[src/verilog/lbk_pkg.sv]
// Overview of operation
// RL1: each 128 ms observation cycle in which the input failed or was erratic adds one to its accumulator.
// RL2: each fault-free period of 1, 2, 4 or 8 cycles, chosen by the decay-rate setting, takes one away.
// RL3: an 8-bit read/write alarm set limit, reset to 6, raises the alarm once the count reaches it.
// RL4: an 8-bit read/write alarm reset limit, reset to 4, clears the alarm once the count falls to it.
// RL5: an 8-bit read/write accumulator ceiling, reset to 8, is a count the accumulator never exceeds; the code clamps only at a faulty cycle end.
// RL6: decay codes 00, 01, 10 and 11 give one decrement per 128, 256, 512 or 1024 ms fault-free.
// RL7: a decrement that falls due while the count is zero leaves it at zero.
package lbk_pkg;

    localparam int CLK_FREQ_HZ = 200_000_000;
    localparam int OBS_CYCLE_MS = 128;
    localparam int OBS_CYCLE_CLKS = (CLK_FREQ_HZ / 1000) * OBS_CYCLE_MS;

    localparam logic [7:0] RAISE_LIMIT_ADDR = 8'h54;
    localparam logic [7:0] CLEAR_LIMIT_ADDR = 8'h55;
    localparam logic [7:0] CEILING_ADDR = 8'h56;
    localparam logic [7:0] DECAY_RATE_ADDR = 8'h57;

    localparam logic [7:0] RAISE_LIMIT_RESET = 8'h06;
    localparam logic [7:0] CLEAR_LIMIT_RESET = 8'h04;
    localparam logic [7:0] CEILING_RESET = 8'h08;
    localparam logic [1:0] DECAY_RATE_RESET = 2'h1;

    localparam int DECAY_RATE_LSB = 0;
    localparam int DECAY_RATE_WIDTH = 2;

    typedef struct packed {
        logic wr;
        logic rd;
        logic [7:0] addr;
        logic [7:0] wdata;
    } lbk_reg_req_s;

endpackage

[src/verilog/lbk_profile_b.sv]
`timescale 1ns/100ps
module lbk_profile_b #(
    parameter int OBS_CYCLE_CLKS = lbk_pkg::OBS_CYCLE_CLKS
) (
    input wire logic core_clk,
    input wire logic reset_n,
    input wire lbk_pkg::lbk_reg_req_s regReq,
    output logic [7:0] regRdata,
    output logic regRvalid,
    input wire logic faultSeen,
    output logic alarmActive,
    output logic [7:0] bucketLevel,
    output logic obsCycleEnd
);

    // fault-free cycles needed per decrement
    function automatic logic [3:0] decayPeriod(input logic [1:0] code);
        case (code)
            2'h0: decayPeriod = 4'h1;
            2'h1: decayPeriod = 4'h2;
            2'h2: decayPeriod = 4'h4;
            default: decayPeriod = 4'h8;
        endcase
    endfunction

    // one-hot register select, shared by the write and the read path
    function automatic logic [3:0] regSel(input logic [7:0] addr);
        case (addr)
            lbk_pkg::RAISE_LIMIT_ADDR: regSel = 4'h1;
            lbk_pkg::CLEAR_LIMIT_ADDR: regSel = 4'h2;
            lbk_pkg::CEILING_ADDR: regSel = 4'h4;
            lbk_pkg::DECAY_RATE_ADDR: regSel = 4'h8;
            default: regSel = 4'h0;
        endcase
    endfunction

    logic [7:0] raiseLimit_r, raiseLimit_nxt;
    logic [7:0] clearLimit_r, clearLimit_nxt;
    logic [7:0] ceiling_r, ceiling_nxt;
    logic [1:0] decayRate_r, decayRate_nxt;
    logic [7:0] rdata_r, rdata_nxt;
    logic rvalid_r, rvalid_nxt;
    logic [3:0] sel;

    always_comb begin
        sel = regSel(regReq.addr);
        raiseLimit_nxt = raiseLimit_r;
        clearLimit_nxt = clearLimit_r;
        ceiling_nxt = ceiling_r;
        decayRate_nxt = decayRate_r;
        rdata_nxt = rdata_r;
        rvalid_nxt = regReq.rd;
        // writes to unmapped addresses fall through untouched
        if (regReq.wr) begin
            // RL3 set limit write
            if (sel[0]) begin
                raiseLimit_nxt = regReq.wdata;
            end
            // RL4 reset limit write
            if (sel[1]) begin
                clearLimit_nxt = regReq.wdata;
            end
            // RL5 ceiling write
            if (sel[2]) begin
                ceiling_nxt = regReq.wdata;
            end
            // RL6 decay code write, upper bits ignored
            if (sel[3]) begin
                decayRate_nxt = regReq.wdata[lbk_pkg::DECAY_RATE_LSB +: lbk_pkg::DECAY_RATE_WIDTH];
            end
        end
        // a read in the same cycle as a write returns the old value
        if (regReq.rd) begin
            rdata_nxt = 8'h00;
            if (sel[0]) begin
                rdata_nxt = raiseLimit_r;
            end
            if (sel[1]) begin
                rdata_nxt = clearLimit_r;
            end
            if (sel[2]) begin
                rdata_nxt = ceiling_r;
            end
            // unused bits of the decay register read as zero
            if (sel[3]) begin
                rdata_nxt = {6'h00, decayRate_r};
            end
        end
    end

    always_ff @(posedge core_clk) begin
        if (!reset_n) begin
            raiseLimit_r <= lbk_pkg::RAISE_LIMIT_RESET;
            clearLimit_r <= lbk_pkg::CLEAR_LIMIT_RESET;
            ceiling_r <= lbk_pkg::CEILING_RESET;
            decayRate_r <= lbk_pkg::DECAY_RATE_RESET;
            rdata_r <= 8'h00;
            rvalid_r <= 1'b0;
        end else begin
            raiseLimit_r <= raiseLimit_nxt;
            clearLimit_r <= clearLimit_nxt;
            ceiling_r <= ceiling_nxt;
            decayRate_r <= decayRate_nxt;
            rdata_r <= rdata_nxt;
            rvalid_r <= rvalid_nxt;
        end
    end

    // observation timer: one enable pulse per observation cycle
    logic [31:0] obsCnt_r, obsCnt_nxt;
    logic obsEnd_r, obsEnd_nxt;
    logic faultHeld_r, faultHeld_nxt;
    logic lastCycle;
    logic cycFaulty;

    always_comb begin
        lastCycle = (obsCnt_r == 32'(OBS_CYCLE_CLKS - 1));
        // a fault anywhere in the cycle, even on its last clock, counts
        cycFaulty = faultHeld_r | faultSeen;
        obsCnt_nxt = obsCnt_r + 32'h1;
        faultHeld_nxt = cycFaulty;
        if (lastCycle) begin
            obsCnt_nxt = 32'h0;
            faultHeld_nxt = 1'b0;
        end
        obsEnd_nxt = lastCycle;
    end

    always_ff @(posedge core_clk) begin
        if (!reset_n) begin
            obsCnt_r <= 32'h0;
            obsEnd_r <= 1'b0;
            faultHeld_r <= 1'b0;
        end else begin
            obsCnt_r <= obsCnt_nxt;
            obsEnd_r <= obsEnd_nxt;
            faultHeld_r <= faultHeld_nxt;
        end
    end

    // accumulator and its fault-free run counter
    logic [3:0] quietCnt_r, quietCnt_nxt;
    logic [7:0] bucket_r, bucket_nxt;
    logic leakDue;

    always_comb begin
        // RL6 period from decay code
        leakDue = (quietCnt_r + 4'h1) >= decayPeriod(decayRate_r);
        quietCnt_nxt = quietCnt_r;
        bucket_nxt = bucket_r;
        if (lastCycle) begin
            if (cycFaulty) begin
                // a faulty cycle restarts the fault-free run
                quietCnt_nxt = 4'h0;
                // RL5 clamp at ceiling, also if the ceiling was lowered
                if (bucket_r >= ceiling_r) begin
                    bucket_nxt = ceiling_r;
                end else begin
                    // RL1 fill on fault
                    bucket_nxt = bucket_r + 8'h01;
                end
            end else begin
                // RL2 leak after quiet period
                if (leakDue) begin
                    quietCnt_nxt = 4'h0;
                    // RL7 hold at zero
                    if (bucket_r != 8'h00) begin
                        bucket_nxt = bucket_r - 8'h01;
                    end
                end else begin
                    quietCnt_nxt = quietCnt_r + 4'h1;
                end
            end
        end
    end

    always_ff @(posedge core_clk) begin
        if (!reset_n) begin
            quietCnt_r <= 4'h0;
            bucket_r <= 8'h00;
        end else begin
            quietCnt_r <= quietCnt_nxt;
            bucket_r <= bucket_nxt;
        end
    end

    // alarm follows the registered count one clock later
    logic alarm_r, alarm_nxt;

    always_comb begin
        alarm_nxt = alarm_r;
        // RL3 raise on reaching set limit
        if (!alarm_r && bucket_r >= raiseLimit_r) begin
            alarm_nxt = 1'b1;
        end
        // RL4 clear at reset limit
        if (alarm_r && bucket_r <= clearLimit_r) begin
            alarm_nxt = 1'b0;
        end
    end

    always_ff @(posedge core_clk) begin
        if (!reset_n) begin
            alarm_r <= 1'b0;
        end else begin
            alarm_r <= alarm_nxt;
        end
    end

    assign regRdata = rdata_r;
    assign regRvalid = rvalid_r;
    assign alarmActive = alarm_r;
    assign bucketLevel = bucket_r;
    assign obsCycleEnd = obsEnd_r;

endmodule
[config.mk]
export PLATFORM = sky130hd
export DESIGN_NAME = lbk_profile_b
export DESIGN_NICKNAME = d
export VERILOG_FILES = /design/src/verilog/lbk_pkg.sv /design/src/verilog/lbk_profile_b.sv
export SDC_FILE = /design/constraint.sdc
export NUM_CORES = 1
export LEC_CHECK = 0
export BUFFER_PORTS_ARGS = -buffer_cell sky130_fd_sc_hd__buf_2
export CAP_MARGIN = 10
export CELL_PAD_IN_SITES_DETAIL_PLACEMENT = 1
export CELL_PAD_IN_SITES_GLOBAL_PLACEMENT = 2
export CORE_AREA = 2 2 142 144
export DETAILED_ROUTE_END_ITERATION = 6
export DIE_AREA = 0 0 144 146
export MAX_ROUTING_LAYER = met4
export PLACE_DENSITY = 0.58
export SETUP_SLACK_MARGIN = 0.05
export SLEW_MARGIN = 15
export SYNTH_ARGS = -nofsm -noshare
export SYNTH_HDL_FRONTEND = slang
export SYNTH_SLANG_ARGS = --single-unit
[constraint.sdc]
create_clock -name core_clk -period 2.75 [get_ports core_clk]
set_input_delay 0.55 -clock core_clk [delete_from_list [all_inputs] [get_ports core_clk]]
set_output_delay 0.55 -clock core_clk [all_outputs]
set_load 0.005 [all_outputs]
==> flow_metrics.env <==
export IMPL_dpl_hpwl_microns=10300
export IMPL_coreArea_sq_mm=0.0193
export IMPL_finalSetupViolCount=0
export IMPL_place_inst=836
export IMPL_ys_ff_latch=82
export IMPL_tightestPinTransition_ns=0.670
export IMPL_clk_pin_slew_worst_paths_ns=0.06
export IMPL_drive_gt1_share_pct=16.2
export IMPL_synth_top_cell_by_area="dfxtp_1"
export IMPL_cts_made_buffers=9
export IMPL_rsz0062_at_grt="false"
export IMPL_synth_fp_nets=591
export IMPL_path_buf_inv=0
export IMPL_vias=3943
export IMPL_crit_fanout=5
export IMPL_ys_types=59
export IMPL_grt_max_degree=32
export IMPL_synthCells=537
export IMPL_power_density_mw_per_mm2=467
export IMPL_irDropWorstVdd_mv=0.184
export IMPL_place_gp_congestion=0.818
export IMPL_drt_initial_drc_count=149
export IMPL_antenna_cells=0
export IMPL_first_pass_iters=4
export IMPL_worst_setup_path_start_kind="flip-flop"
export IMPL_ys_warn_count=0
export IMPL_holdBufCountCts=0
export IMPL_cts_setup_buffers=0
export IMPL_power_total_mw=2.55
export IMPL_path_common_cell="ha_1"
export IMPL_finalClockSkew_ns=0.00540
export IMPL_cts_root_buf="clkbuf_16"
export IMPL_syn_area_per_cell_sq_um=8.56
export IMPL_syn_to_final_growth_pct=18.9
export IMPL_grt_overflow=0
export IMPL_critPathKind="reg -> reg"
export IMPL_drv_cap=0
export IMPL_portBuffers=39
export IMPL_ys_flop_type="dfxtp_1"
export IMPL_synth_edf_count=0
export IMPL_drtAntennaViolNets=0
export IMPL_drv_slew=0
export IMPL_cp_top_family="simple AND/OR/NAND/NOR gates"
export IMPL_min_period_over_period_pct=87.0
export IMPL_grt_first_pass_wirelength_microns=22400
export IMPL_slew_headroom_pct=54.9
export IMPL_synth_seq_area_share_pct=35.7
export IMPL_clock_latency_ns=0.35
export IMPL_fin_nets=636
export IMPL_cts_sinks=82
export IMPL_min_period_ns=2.39
export IMPL_hold_viol=0
export IMPL_netlist_area_leader_share_pct=35.7
export IMPL_synth_area_leaders="dfxtp_1, ha_1, nor2_1"
export IMPL_tns_ns=0
export IMPL_crit_path_max_incr_delay_ns=0.40
export IMPL_die_height_microns=146
export IMPL_mostFrequentLayoutCell="nor2_1"
export IMPL_die_area_sq_mm=0.0210
export IMPL_die_width_microns=144
export IMPL_netlist_area_sq_mm=0.00459
export IMPL_postCtsResizedCells=0
export IMPL_initial_utilization_pct=23.8
export IMPL_cts_max_path_buffers=2
export IMPL_grt_pass1_vias=4137
export IMPL_cts_tree="done"
export IMPL_p_leak_nw=2.32
export IMPL_cp_required_ns=3.05
export IMPL_antenna_found_initial=0
export IMPL_ios=40
export IMPL_async_flop_share_pct=0
export IMPL_crit_arrival_ns=2.69
export IMPL_status="finished clean"
export IMPL_final_cell_mix="nor2_1, dfxtp_1, buf_2, nand2_1, ha_1"
export IMPL_drt_total_wl_microns=13900
export IMPL_grt_usage_pct=14.3
export IMPL_worstHoldPathType="reg -> reg"
export IMPL_setup_worst_path_end_class="flip-flop"
export IMPL_routedWlPerCell_microns=16.3
export IMPL_drc_errors=0
export IMPL_htree_levels=3
export IMPL_worstPathCellList="ha_1 -> xor2_1 -> ha_1 -> or2_2 -> a21oi_1 -> o21ai_0 -> or3_1 -> nor3b_1 -> a21o_1"
export IMPL_final_cells=851
export IMPL_fin_util_pct=28.2
export IMPL_vias_per_cell=4.63
export IMPL_slowest_stage="dfxtp_1"
export IMPL_fmax_mhz=418
export IMPL_row_count=51
synth_stat cells, drive strengths merged, types with 8 or more instances:
cell type,n
ha,33
nand2,38
and3,9
nor3,8
nor4,8
o21ai,11
inv,30
nor2,87
nand3,24
xnor2,10
a21oi,22
nand2b,9
nor2b,8
nand4,18
mux2i,28
dfxtp,82
clkbuf,14
xor2,25
buf,11
worst reg2reg max path, stage by stage (launching register included):
cell and delay, ns:
dfxtp_1 0.40, ha_1 0.24, xor2_1 0.17, ha_1 0.24, or2_2 0.27, a21oi_1 0.18, o21ai_0 0.13, or3_1 0.39
nor3b_1 0.23, a21o_1 0.10
layer usage:
layer / share of wire, % / vias up / track usage (%)
li1: - / 1960 / -
met1: 50 / 1907 / 18.7
met2: 45 / 58 / 22.2
met3: 3.2 / 18 / 2.27
met4: 1.8 / 0 / 5.20
met5: 0 / - / -
per-stage QoR:
stage / cell area (sq um) / setup slack (ns) / hold WS, ns
after floorplan: 4590 / 0.403 / 0.436
after global routing: 5460 / 0.150 / 0.501
final: 5460 / 0.357 / 0.466
after CTS: 5460 / 0.288 / 0.465
after detailed placement: 5160 / 0.318 / 0.457
after global placement: 5160 / 0.385 / 0.447
flip-flops by register name, summed over array words and instances (netlist names):
register / cells
obsCnt_r: 32
bucketLevel: 8
ceiling_r: 8
clearLimit_r: 8
raiseLimit_r: 8
regRdata: 8
quietCnt_r: 4
decayRate_r: 2
alarmActive: 1
faultHeld_r: 1
obsCycleEnd: 1
regRvalid: 1
where the power goes:
group          total [mW]  internal (mW)  leakage (nW)  switching [mW]
Combinational       0.119         0.0421          1.52          0.0768
Clock                1.23          0.724         0.134           0.510
Sequential           1.20           1.19         0.662         0.00579
final timing paths:
kind	start	end	slack (ns)	depth (start not counted)
hold reg to reg	quietCnt_r[3]	quietCnt_r[3]	0.47	2
setup / recovery	quietCnt_r[0]	quietCnt_r[2]	0.36	9
setup reg to reg	quietCnt_r[0]	quietCnt_r[2]	0.36	9
hold / removal	quietCnt_r[3]	quietCnt_r[3]	0.47	2
cells by family (layout without fill, tap and decap cells):
family                   Yosys count  in the layout  share of synthesized area, %
AO/OA/AOI/OAI                     64             64                          9.64
XOR/XNOR                          35             35                          6.67
adder cells (fa/ha/maj)           33             33                          8.99
buffers and inverters             55            104                          5.04
flip-flops                        82             82                          35.7
multiplexers                      32             32                          7.57
AND/OR/NAND/NOR                  236            236                          26.4
cell type report:
class	count	area, sq um
fill	2284	13900
multi-input combinational	400	2720
sequential	82	1640
timing repair buffer	59	358
tap	265	332
clock buffer	11	243
inverter	30	113
clock inverter	4	52.6
No activity file was read; power rests on OpenSTA's default activity.
